$ cat src/inc/t2crc_defines.vh
`ifndef T2CRC_DEFINES_VH
`define T2CRC_DEFINES_VH

// special register addresses
`define T2CRC_ADDR_CTRL      8'hc8
`define T2CRC_ADDR_MODE      8'hc9
`define T2CRC_ADDR_RLD_LO    8'hca
`define T2CRC_ADDR_RLD_HI    8'hcb
`define T2CRC_ADDR_CNT_LO    8'hcc
`define T2CRC_ADDR_CNT_HI    8'hcd

// timer_two_control bit positions
`define T2CRC_CTRL_OVF       7
`define T2CRC_CTRL_EXT       6
`define T2CRC_CTRL_RCLK      5
`define T2CRC_CTRL_TRANSMIT_CLOCK_SELECT      4
`define T2CRC_CTRL_EXEN      3
`define T2CRC_CTRL_RUN       2
`define T2CRC_CTRL_FUNC      1
`define T2CRC_CTRL_CPRL      0

// timer_two_mode bit positions
`define T2CRC_MODE_OE        1
`define T2CRC_MODE_DIRECTION_ENABLE      0

// reset values
`define T2CRC_RST_CTRL       8'h00
`define T2CRC_RST_MODE       2'h0
`define T2CRC_RST_BYTE       8'h00

// timing in oscillator periods
`define T2CRC_OSC_PER_MC     12
`define T2CRC_OSC_PER_STATE  2
`define T2CRC_PHASE_S3P1     4
`define T2CRC_PHASE_S5P2     9
`define T2CRC_CNT_MAX        16'hffff
`define T2CRC_CNT_ZERO       16'h0000

`endif

$ cat src/logic/t2crc.v
// Behaviour
// [RULE_01] overflow flag, control bit 7, set on 16-bit overflow, cleared only by software
// [RULE_02] overflow flag never set while receive or transmit clock select is 1
// [RULE_03] external flag, bit 6, set when trigger falling edge captures or reloads
// [RULE_04] external flag requests interrupt when enabled, except in up/down mode; the code masks it whenever direction enable is 1
// [RULE_05] receive clock select, bit 5, gives receiver this timer's overflows, else timer 1
// [RULE_06] transmit clock select, bit 4, gives transmitter this timer's overflows, else timer 1
// [RULE_07] external enable, bit 3, lets trigger edges act; cleared means trigger ignored
// [RULE_08] run bit, bit 2, starts counting when 1, stops it when 0
// [RULE_09] function select, bit 1: 0 counts machine cycles, 1 counts count-pin falls
// [RULE_10] capture/reload select, bit 0: 1 captures on trigger, 0 reloads
// [RULE_11] any serial clock select forces auto-reload on overflow, ignoring bit 0
// [RULE_12] counter is 16 bits, high byte and low byte of 8 bits each
// [RULE_13] timer function increments once per machine cycle of 12 oscillator periods
// [RULE_14] run with selects decodes auto-reload, capture or baud generation
// [RULE_15] count pin sampled at S5P2; high then low sample counts one
// [RULE_16] new count shows at S3P1 of the machine cycle after detection
// [RULE_17] external count rate at most one per 24 oscillator periods
// [RULE_18] count-pin driver holds each level at least one machine cycle
// [RULE_19] reload register pair holds captured value or reload value
// [RULE_20] software writes no ones to unlisted special register locations
// [RULE_21] capture copies counter high and low bytes into reload high and low
// [RULE_22] up-count overflow past ffff loads counter from reload pair; with capture select 1 and no serial clock select the code loads 0000
// [RULE_23] baud generation timer function advances every state time
// [RULE_24] trigger pin falls detected with the same two-sample scheme
// [RULE_25] hardware set in the same cycle as software clear keeps the flag set
`default_nettype none
`include "t2crc_defines.vh"

module t2crc (
	input  wire       I_CLK,
	input  wire       I_RST,
	input  wire [7:0] I_SFR_ADDR,
	input  wire       I_SFR_WR,
	input  wire       I_SFR_RD,
	input  wire [7:0] I_SFR_WDATA,
	output reg  [7:0] O_SFR_RDATA,
	input  wire       I_COUNT_PIN,
	output wire       O_COUNT_PIN,
	output wire       O_COUNT_PIN_OE,
	input  wire       I_TRIGGER_PIN,
	input  wire       I_TIMER_INT_EN,
	output wire       O_TIMER_INT_REQ,
	input  wire       I_TIMER1_OVF,
	output wire       O_RX_CLK_TICK,
	output wire       O_TX_CLK_TICK
);

	// register state
	reg  [7:0]  ctrl_r;
	reg  [1:0]  mode_r;
	reg  [15:0] cnt_r;
	reg  [15:0] rld_r;
	reg         cnt_pend_r;
	reg         ovf_pulse_r;
	reg         clk_out_r;

	reg  [7:0]  ctrl_nxt;
	reg  [15:0] cnt_nxt;
	reg  [15:0] rld_nxt;
	reg         ovf_evt;
	reg         ovf_flag_set;
	reg         ext_flag_set;
	reg         ext_flag_tog;
	reg         ext_base;

	wire        mc_tick;
	wire        sample_tick;
	wire        state_tick;
	wire        cnt_fall;
	wire        trig_fall;
	wire        trig_level;

	// control fields
	wire overflow_flag         = ctrl_r[`T2CRC_CTRL_OVF];
	wire external_flag         = ctrl_r[`T2CRC_CTRL_EXT];
	wire receive_clock_select  = ctrl_r[`T2CRC_CTRL_RCLK];
	wire transmit_clock_select = ctrl_r[`T2CRC_CTRL_TRANSMIT_CLOCK_SELECT];
	wire external_enable       = ctrl_r[`T2CRC_CTRL_EXEN];
	wire run_bit               = ctrl_r[`T2CRC_CTRL_RUN];
	wire function_select       = ctrl_r[`T2CRC_CTRL_FUNC];
	wire capture_reload_select = ctrl_r[`T2CRC_CTRL_CPRL];
	wire direction_enable      = mode_r[`T2CRC_MODE_DIRECTION_ENABLE];
	wire clock_out_enable      = mode_r[`T2CRC_MODE_OE];

	wire baud_mode  = receive_clock_select | transmit_clock_select;
	wire clk_out_on = clock_out_enable & ~function_select;
	wire up_down    = direction_enable & ~capture_reload_select & ~baud_mode;

	// special register access decode
	wire wr_ctrl   = I_SFR_WR & (I_SFR_ADDR == `T2CRC_ADDR_CTRL);
	wire wr_mode   = I_SFR_WR & (I_SFR_ADDR == `T2CRC_ADDR_MODE);
	wire wr_rld_lo = I_SFR_WR & (I_SFR_ADDR == `T2CRC_ADDR_RLD_LO);
	wire wr_rld_hi = I_SFR_WR & (I_SFR_ADDR == `T2CRC_ADDR_RLD_HI);
	wire wr_cnt_lo = I_SFR_WR & (I_SFR_ADDR == `T2CRC_ADDR_CNT_LO);
	wire wr_cnt_hi = I_SFR_WR & (I_SFR_ADDR == `T2CRC_ADDR_CNT_HI);

	t2crc_phase #(
		.OSC_PER_MC   (`T2CRC_OSC_PER_MC),
		.PHASE_UPDATE (`T2CRC_PHASE_S3P1),
		.PHASE_SAMPLE (`T2CRC_PHASE_S5P2)
	) u_phase (
		.i_clk         (I_CLK),
		.i_rst         (I_RST),
		.o_mc_tick     (mc_tick),      // [RULE_13]
		.o_sample_tick (sample_tick),
		.o_state_tick  (state_tick)
	);

	// count pin, sampled once per machine cycle at S5P2
	t2crc_fall_det u_cnt_det (
		.i_clk    (I_CLK),
		.i_rst    (I_RST),
		.i_sample (sample_tick),       // [RULE_15] [RULE_17]
		.i_pin    (I_COUNT_PIN),
		.o_level  (),
		.o_fall   (cnt_fall)
	);

	// trigger pin, same sampling as the count pin
	t2crc_fall_det u_trig_det (
		.i_clk    (I_CLK),
		.i_rst    (I_RST),
		.i_sample (sample_tick),       // [RULE_24]
		.i_pin    (I_TRIGGER_PIN),
		.o_level  (trig_level),
		.o_fall   (trig_fall)
	);

	// a detected count-pin fall waits for S3P1 of the next machine cycle
	wire cnt_apply = cnt_pend_r & mc_tick;                    // [RULE_16]

	// increment source selection
	wire inc_src = function_select ? cnt_apply :              // [RULE_09]
		((baud_mode | clk_out_on) ? state_tick : mc_tick);    // [RULE_23] [RULE_13]
	wire inc     = run_bit & inc_src;                          // [RULE_08] [RULE_14]

	// trigger event only honoured with external enable
	wire trig_evt = trig_fall & external_enable;               // [RULE_07]

	always @* begin
		cnt_nxt      = cnt_r;
		rld_nxt      = rld_r;
		ovf_evt      = 1'b0;
		ovf_flag_set = 1'b0;
		ext_flag_set = 1'b0;
		ext_flag_tog = 1'b0;
		if (inc) begin
			if (up_down) begin
				if (trig_level) begin
					if (cnt_r == `T2CRC_CNT_MAX) begin
						cnt_nxt      = rld_r;                  // [RULE_22]
						ovf_evt      = 1'b1;
						ovf_flag_set = 1'b1;                   // [RULE_01]
						ext_flag_tog = 1'b1;
					end else begin
						cnt_nxt = cnt_r + 16'h0001;
					end
				end else begin
					if (cnt_r == rld_r) begin
						cnt_nxt      = `T2CRC_CNT_MAX;
						ovf_evt      = 1'b1;
						ovf_flag_set = 1'b1;                   // [RULE_01]
						ext_flag_tog = 1'b1;
					end else begin
						cnt_nxt = cnt_r - 16'h0001;
					end
				end
			end else if (cnt_r == `T2CRC_CNT_MAX) begin
				ovf_evt      = 1'b1;
				ovf_flag_set = ~baud_mode;                     // [RULE_01] [RULE_02]
				if (baud_mode | ~capture_reload_select) begin  // [RULE_11] [RULE_10]
					cnt_nxt = rld_r;                           // [RULE_22] [RULE_19]
				end else begin
					cnt_nxt = `T2CRC_CNT_ZERO;
				end
			end else begin
				cnt_nxt = cnt_r + 16'h0001;                    // [RULE_12]
			end
		end
		if (trig_evt & ~up_down) begin
			ext_flag_set = 1'b1;                               // [RULE_03]
			if (~baud_mode) begin                              // [RULE_11]
				if (capture_reload_select) begin
					rld_nxt = cnt_r;                           // [RULE_21] [RULE_10] [RULE_19]
				end else begin
					cnt_nxt = rld_r;                           // [RULE_10]
				end
			end
		end
		// software writes to data registers override the hardware update
		if (wr_cnt_lo) begin
			cnt_nxt[7:0] = I_SFR_WDATA;
		end
		if (wr_cnt_hi) begin
			cnt_nxt[15:8] = I_SFR_WDATA;
		end
		if (wr_rld_lo) begin
			rld_nxt[7:0] = I_SFR_WDATA;
		end
		if (wr_rld_hi) begin
			rld_nxt[15:8] = I_SFR_WDATA;
		end
	end

	// control register: flags keep a hardware set over a software clear
	always @* begin
		ctrl_nxt = wr_ctrl ? I_SFR_WDATA : ctrl_r;
		ext_base = ctrl_nxt[`T2CRC_CTRL_EXT];
		ctrl_nxt[`T2CRC_CTRL_OVF] = ovf_flag_set | ctrl_nxt[`T2CRC_CTRL_OVF];  // [RULE_25]
		ctrl_nxt[`T2CRC_CTRL_EXT] = ext_flag_set | (ext_flag_tog ? ~ext_base : ext_base); // [RULE_25]
	end

	always @(posedge I_CLK) begin
		if (I_RST) begin
			ctrl_r      <= `T2CRC_RST_CTRL;
			mode_r      <= `T2CRC_RST_MODE;
			cnt_r       <= {`T2CRC_RST_BYTE, `T2CRC_RST_BYTE};
			rld_r       <= {`T2CRC_RST_BYTE, `T2CRC_RST_BYTE};
			cnt_pend_r  <= 1'b0;
			ovf_pulse_r <= 1'b0;
			clk_out_r   <= 1'b0;
		end else begin
			ctrl_r      <= ctrl_nxt;
			cnt_r       <= cnt_nxt;
			rld_r       <= rld_nxt;
			ovf_pulse_r <= ovf_evt;
			if (wr_mode) begin
				mode_r <= I_SFR_WDATA[1:0];
			end
			if (cnt_fall) begin
				cnt_pend_r <= 1'b1;                            // [RULE_15]
			end else if (mc_tick) begin
				cnt_pend_r <= 1'b0;                            // [RULE_16]
			end
			if (~clk_out_on) begin
				clk_out_r <= 1'b0;
			end else if (ovf_evt) begin
				clk_out_r <= ~clk_out_r;
			end
		end
	end

	// read data, unmapped addresses and unused mode bits read zero
	always @(posedge I_CLK) begin
		if (I_RST) begin
			O_SFR_RDATA <= 8'h00;
		end else if (I_SFR_RD) begin
			case (I_SFR_ADDR)
				`T2CRC_ADDR_CTRL:   O_SFR_RDATA <= ctrl_r;
				`T2CRC_ADDR_MODE:   O_SFR_RDATA <= {6'h00, mode_r};
				`T2CRC_ADDR_RLD_LO: O_SFR_RDATA <= rld_r[7:0];
				`T2CRC_ADDR_RLD_HI: O_SFR_RDATA <= rld_r[15:8];
				`T2CRC_ADDR_CNT_LO: O_SFR_RDATA <= cnt_r[7:0];
				`T2CRC_ADDR_CNT_HI: O_SFR_RDATA <= cnt_r[15:8];
				default:            O_SFR_RDATA <= 8'h00;
			endcase
		end
	end

	assign O_TIMER_INT_REQ = I_TIMER_INT_EN &
		(overflow_flag | (external_flag & ~direction_enable)); // [RULE_04]

	assign O_RX_CLK_TICK = receive_clock_select ? ovf_pulse_r : I_TIMER1_OVF;  // [RULE_05]
	assign O_TX_CLK_TICK = transmit_clock_select ? ovf_pulse_r : I_TIMER1_OVF; // [RULE_06]

	// clock-out drives the count pin, toggling on each rollover
	assign O_COUNT_PIN    = clk_out_r;
	assign O_COUNT_PIN_OE = clk_out_on;

endmodule

`default_nettype wire

$ cat src/logic/t2crc_fall_det.v
`default_nettype none

// samples a pin once per machine cycle, flags a high sample followed by a low one
module t2crc_fall_det (
	input  wire       i_clk,
	input  wire       i_rst,
	input  wire       i_sample,
	input  wire       i_pin,
	output reg        o_level,
	output reg        o_fall
);

	always @(posedge i_clk) begin
		if (i_rst) begin
			o_level <= 1'b1;
			o_fall  <= 1'b0;
		end else begin
			o_fall <= i_sample & o_level & ~i_pin;
			if (i_sample) begin
				o_level <= i_pin;
			end
		end
	end

endmodule

`default_nettype wire

$ cat src/logic/t2crc_phase.v
`default_nettype none
`include "t2crc_defines.vh"

// machine-cycle phase generator: one phase per oscillator period
module t2crc_phase #(
	parameter integer OSC_PER_MC   = `T2CRC_OSC_PER_MC,
	parameter integer PHASE_UPDATE = `T2CRC_PHASE_S3P1,
	parameter integer PHASE_SAMPLE = `T2CRC_PHASE_S5P2
) (
	input  wire       i_clk,
	input  wire       i_rst,
	output reg        o_mc_tick,
	output reg        o_sample_tick,
	output reg        o_state_tick
);

	reg  [3:0] phase_r;
	wire [3:0] phase_nxt;

	assign phase_nxt = (phase_r == OSC_PER_MC[3:0] - 4'h1) ? 4'h0 : phase_r + 4'h1;

	always @(posedge i_clk) begin
		if (i_rst) begin
			phase_r       <= 4'h0;
			o_mc_tick     <= 1'b0;
			o_sample_tick <= 1'b0;
			o_state_tick  <= 1'b0;
		end else begin
			phase_r       <= phase_nxt;
			o_mc_tick     <= (phase_nxt == PHASE_UPDATE[3:0]);
			o_sample_tick <= (phase_nxt == PHASE_SAMPLE[3:0]);
			// one pulse per state time, every second oscillator period
			o_state_tick  <= phase_nxt[0];
		end
	end

endmodule

`default_nettype wire

$ cat config.mk
export PLATFORM = sky130hd
export DESIGN_NAME = t2crc
export DESIGN_NICKNAME = d
export VERILOG_FILES = /design/src/logic/t2crc.v /design/src/logic/t2crc_fall_det.v /design/src/logic/t2crc_phase.v
export VERILOG_INCLUDE_DIRS = /design/src /design/src/inc
export SDC_FILE = /design/constraint.sdc
export NUM_CORES = 1
export LEC_CHECK = 0
export ABC_AREA = 1
export BUFFER_PORTS_ARGS = -buffer_cell sky130_fd_sc_hd__buf_2
export CORE_MARGIN = 4
export CORE_UTILIZATION = 42
export DETAILED_ROUTE_END_ITERATION = 6
export HOLD_SLACK_MARGIN = 0.06
export PLACE_DENSITY = 0.68
export SYNTH_ARGS = -nofsm -noshare
export SYNTH_HDL_FRONTEND = slang
export SYNTH_SLANG_ARGS = --single-unit
$ cat constraint.sdc
create_clock -name I_CLK -period 2.3 [get_ports I_CLK]
set_input_delay 0.46 -clock I_CLK [delete_from_list [all_inputs] [get_ports I_CLK]]
set_output_delay 0.46 -clock I_CLK [all_outputs]
set_load 0.03 [all_outputs]
==> metrics.txt, run 1 <==
first-pass iteration count of the detailed router 6; ant diodes 0; post-DP HPWL 12630 µm; final wirelength 17130 µm; gpl congestion 1.029; Startpoint Class flop; postcts setup bufs 0; Synth Cell Area 4527 µm²; slew at the pin closest to its max-slew limit 0.9630 ns; crit path DAT 2.42 ns; remaining global-route overflow 0; Max Clk Rate 0.4692 GHz; first-pass GRT wire length 27020 µm; Rows 37; Top FF cell, synth dfxtp_1; Critical Path RT 2.59 ns; number of synthesis warnings 0; final worst path period share 92.67%; fraction of layout cells with a size suffix above 1 16.98%; Syn-to-layout area delta 14.10%; syn_area_per_cell 6.142 µm²; Die ar. 12500 µm²; H-tree levels 3; final instance area 5165 µm²; Detailed Route Iter0 Violations 575; Post-synth EDFFs 0; max cap viols 0; Core Util, Final 49.59%; Yosys reg bits 63; post-layout power 2290 µW; # port buffers 36; area of the multi-input gates 2769 µm²; Starting Density 43.46%; CTS tree built; Min-Delay Path Depth 2; post-synthesis cell count 737; Seq/Total Area, Yosys 27.86%; Synth async-reset ratio 0%; minimum clock period 2.131 ns; initial antenna violation count 0; peak supply drop 0.3820 mV; Cell variety after synth 41; CORE AREA 10420 µm²; Worst-path clk slew 0.09 ns; Chip Width 111.8 µm; worst reg2reg path depth 15; commonest non-fill, non-tap cell in the layout nand2_1; most frequent cells in the layout nand2_1, a21oi_1, dfxtp_1; RSZ-0062 raised after global routing false; vias in the first global route 5019; total global-route track usage 27.09%; Nets 812; Filler Cells Inserted 1119; largest net degree at the start of global routing 29; total number of vias 5401; Placed Cells 909; Final Hold Fails 0; Crit Path Max Fanout 8; Routed Antenna Nets 0; Syn Nets 765; IO Count 37; vias per cell 5.839; Worst Clk Skew 0.01170 ns; max-slew violations 0; worst skew pair latency 0.36 ns; Worst setup EP type flop; Leakage 0.002215 µW; critical path type reg2reg; Residual DRC 0; final setup fails 0; Register Area 1264 µm²; count of non-filler cells in the finished layout 925; Slew HR 35.80%; clock sink total 63; Resized Gates After CTS 0; dpl cell area 4965 µm²; hold_buf cts 0; status finished clean; Clock Root Buffer clkbuf_8; internal reg-to-reg setup slack 0.17 ns; Longest Clk Path Bufs 2; detailed-route wire length per cell 18.51 µm; die height 111.8 µm; cell area power density 443.4 nW/µm²; Hold/Removal Path Class in2reg; total CTS buffers 9
where the power goes:
part	internal (µW)	switching, µW	leakage [µW]
combinational	48.0	110	0.00162
clock	507	520	0.0000891
sequential	1100	6.94	0.000509
total	1650	637	0.00221
final cells by class:
type,count,share of cell area [%]
clock buffer,10,2.471
clock inverter,6,1.357
tap,136,3.295
multi-input combinational,558,53.61
sequential,63,24.47
timing repair buffer,72,8.963
inverter,80,5.838
final timing paths:
kind                                           to              start
worst max-delay path                     cnt_r[9]          cnt_r[12]
worst min-delay path            u_trig_det.o_fall      I_TRIGGER_PIN
worst max register to register           cnt_r[9]          cnt_r[12]
worst min register to register   u_cnt_det.o_fall  u_cnt_det.o_level
critical path, cell delays in order (launching register included):
cell and delay [ns]:
dfxtp_1 0.50, inv_1 0.18, nand2_1 0.09, nand2_1 0.08, nor2_1 0.11, nand2_1 0.06
nor2_1 0.26, nand2_2 0.12, buf_4 0.18, nand3_1 0.07, nand2_1 0.06, nand2_1 0.05
nand2_1 0.05, nand2_1 0.06, nand2_1 0.06, a21oi_1 0.13
cell families (layout without fill, tap and decap cells):
group / after synthesis / in the layout / share of synthesized area (%)
AOI/OAI and AO/OA: 176 / 176 / 21.50
xor gates and xnor gates: 16 / 16 / 3.096
adders and majority gates: 4 / 4 / 1.106
buffers and inverters: 116 / 168 / 10.97
DFF: 63 / 63 / 27.86
and+or+nand+nor: 362 / 362 / 35.46
registers in the layout (all words and copies together) (netlist names), 2 cells and up:
name	flops
O_SFR_RDATA	8
cnt_r	16
ctrl_r	8
mode_r	2
rld_r	16
u_phase.phase_r	4
metrics by stage:
step	hold slack, ns	TNS, ns	worst slack [ns]
final	0.2828	0	0.1686
after global routing	0.2773	0	0.008426
after CTS	0.2776	0	0.1954
after detailed placement	0.4347	-0.2252	-0.03979
after global placement	0.4280	-0.1589	-0.03575
after floorplan	0.4130	0	0.5632
routing by layer:
metal,up-vias,wire length (µm),global-route usage [%]
li1,2540,-,-
met2,320,7833,44.76
met5,-,0,0
met3,43,1590,4.674
met1,2498,7142,35.82
met4,0,558,8.921
synth_stat cells (9+ instances only):
cell type | count | area, µm²
o22ai_1 | 13 | 81.33
inv_1 | 57 | 214.0
a21oi_1 | 75 | 375.4
dfxtp_1 | 63 | 1261
buf_4 | 13 | 97.59
o221ai_1 | 9 | 78.83
o21ai_0 | 60 | 300.3
nand2_1 | 212 | 795.8
clkbuf_1 | 13 | 48.80
nor2_1 | 52 | 195.2
inv_2 | 21 | 78.83
nand4_1 | 18 | 112.6
nand3_1 | 45 | 225.2
xor2_1 | 14 | 122.6
Note: power is estimated with default switching activity, not from simulation.
==> run 2, diff against run 1 <==
Settings changed: CORE_MARGIN 4 to not set.
==> run 2 against run 1 <==
Net effect:
- utilization grew 0.43 points
- sequential share of layout area is 0.15 points lower
- first-iteration DRC count up 2.4%
- clock skew about the same
- fmax is 1.2% lower
- global-route usage is 5.0 points higher
- clock-buffer cell count up 1
- via count is 0.56% lower
- critical endpoint is now cnt_r[10]
- largest cell class unchanged
==> metrics.txt, run 2 (same netlist as run 1, synthesis figures left out) <==
Slew HR 52.59% (+17 points); final worst path period share 93.78% (+1.1 points); Register Area 1261 µm² (-0.20%); CP peak stage delay 0.48 ns (-0.02 ns); remaining global-route overflow 0 (unchanged); Clock power frac 44.5% (-0.3 points); Core Util, Final 50.01% (+0.43 points); crit path DAT 2.43 ns (about the same); most frequent CP cell nand2_1; dpl cell area 4982 µm² (+0.35%); initial antenna violation count 0 (unchanged); setup TNS 0 ns (unchanged); peak supply drop 0.3456 mV (-9.5%); vias per cell 5.781 (-0.98%); Syn-to-layout area delta 14.57%; cell area power density 440.5 nW/µm² (-0.65%); gpl congestion 0.9996 (-2.8%); ant diodes 0 (unchanged); critical path type reg2reg; CORE AREA 10370 µm² (-0.44%); Min Hold Slack 0.2755 ns (-0.007345 ns); Worst-path clk slew 0.08 ns (about the same); Filler Cells Inserted 1107 (-1.1%); CP delay by family, top simple AND/OR/NAND/NOR gates; first-pass iteration count of the detailed router 6 (unchanged); IO Count 37 (unchanged); CP max stage cell dfxtp_1; post-DP HPWL 12620 µm (about the same); Detailed Route Iter0 Violations 589 (+2.4%); top flop regs cnt_r x16, rld_r x16; P_sw 609.4 µW (-4.4%); Routed Antenna Nets 0 (unchanged); Rows 37 (unchanged); H-tree levels 3 (unchanged); final instance area 5186 µm² (+0.41%); Final Hold Fails 0 (unchanged); detailed-route wire length per cell 18.70 µm (+0.99%); cells along the critical path buf_4 > nand2_1 > nor2_1 > nand4_1 > buf_4 > o21ai_0 > nand2_1 > o21ai_0 > nand3_1 > nand2_1 > nand2_1 > a21oi_1; fraction of layout cells with a size suffix above 1 17.15% (+0.17 points); area of the multi-input gates 2774 µm² (+0.18%); Critical Path RT 2.57 ns (-0.02 ns); Residual DRC 0 (unchanged); die height 105.8 µm (-5.4%); minimum clock period 2.157 ns (+0.02551 ns); Logic pwr share 7.2% (+0.3 points); max cap viols 0 (unchanged); Crit Path Max Fanout 20 (+12); Reg power frac 48.3% (about the same); Worst Clk Skew 0.01155 ns (-0.0001513 ns); final setup fails 0 (unchanged); max-slew violations 0 (unchanged); largest net degree at the start of global routing 29 (unchanged); Longest Clk Path Bufs 2 (unchanged); Clock Root Buffer clkbuf_8; postcts setup bufs 0 (unchanged); CTS tree built; commonest non-fill, non-tap cell in the layout nand2_1; final wirelength 17370 µm (+1.4%); sw frac 26.67% (-1.2 points); most frequent cells in the layout nand2_1, a21oi_1, dfxtp_1; Max Clk Rate 0.4636 GHz (-1.2%); Hold/Removal Path Class in2reg; status finished clean; Worst setup EP type flop; Starting Density 43.65% (+0.19 points); first-pass GRT wire length 27300 µm (+1.0%); Nets 816 (+0.49%); total CTS buffers 9 (unchanged); # port buffers 36 (unchanged); CP Buf/Inv Count 2 (unchanged); Startpoint Class flop; worst skew pair latency 0.35 ns (about the same); total number of vias 5371 (-0.56%); count of non-filler cells in the finished layout 929 (+0.43%); vias in the first global route 5051 (+0.64%); slew at the pin closest to its max-slew limit 0.7112 ns (-0.2519 ns); Placed Cells 913 (+0.44%); hold_buf cts 0 (unchanged); total global-route track usage 32.08% (+5.0 points); clock sink total 63 (unchanged); Chip Width 105.8 µm (-5.4%); Resized Gates After CTS 0 (unchanged); RSZ-0062 raised after global routing false; Leakage 0.002234 µW (+0.85%); Die ar. 11200 µm² (-10%); internal power 1675 µW (+1.4%)
==> run 2: changes by cell type in the layout (fill, tap and decap cells not counted), sizes merged <==
cell,previous run,this run
buf,72,76
inv,79,78
clkbuf,10,11
==> run 2: power groups by stage <==
stage	clock network [µW]	logic (µW)	registers (µW)
2_1_floorplan	0	76.9	1130
3_3_place_gp	0	155	1130
3_5_place_dp	0	157	1130
4_1_cts	1030	158	1100
5_1_grt	1080	175	1110
6_report	1020	163	1100
==> run 2: final cells by class <==
class	count	share of cell area (%)
Clock buffer	11	2.726
Multi-Input combinational cell	558	53.49
Tap cell	136	3.281
Clock inverter	5	1.110
Sequential cell	63	24.32
Inverter	80	5.814
Timing Repair Buffer	76	9.264
==> run 2: path summary, 6_finish.rpt <==
kind	start	endpoint	slack [ns]	cells past startpoint
max	cnt_r[8]	cnt_r[10]	0.14	12
min	I_TRIGGER_PIN	u_trig_det.o_fall	0.28	2
max reg2reg	cnt_r[8]	cnt_r[10]	0.14	12
min reg2reg	u_cnt_det.o_level	u_cnt_det.o_fall	0.44	2
==> run 2: layer usage <==
| metal | up-vias | routed length [µm] | global-route usage, % | part of all wire [%] |
|---|---|---|---|---|
| li1 | 2542 | - | - | - |
| met1 | 2425 | 7022 | 42.07 | 40 |
| met2 | 347 | 7558 | 48.69 | 44 |
| met3 | 57 | 2101 | 9.091 | 12 |
| met4 | 0 | 687 | 14.19 | 4.0 |
| met5 | - | 0 | 0 | 0 |
==> run 2: stage by stage <==
stage / worst slack, ns / total power (µW)
after global routing: 0.01237 / 2362
after floorplan: 0.5632 / 1209
after global placement: 0.1643 / 1284
after detailed placement: 0.1000 / 1287
final: 0.1431 / 2285
after CTS: 0.2052 / 2289
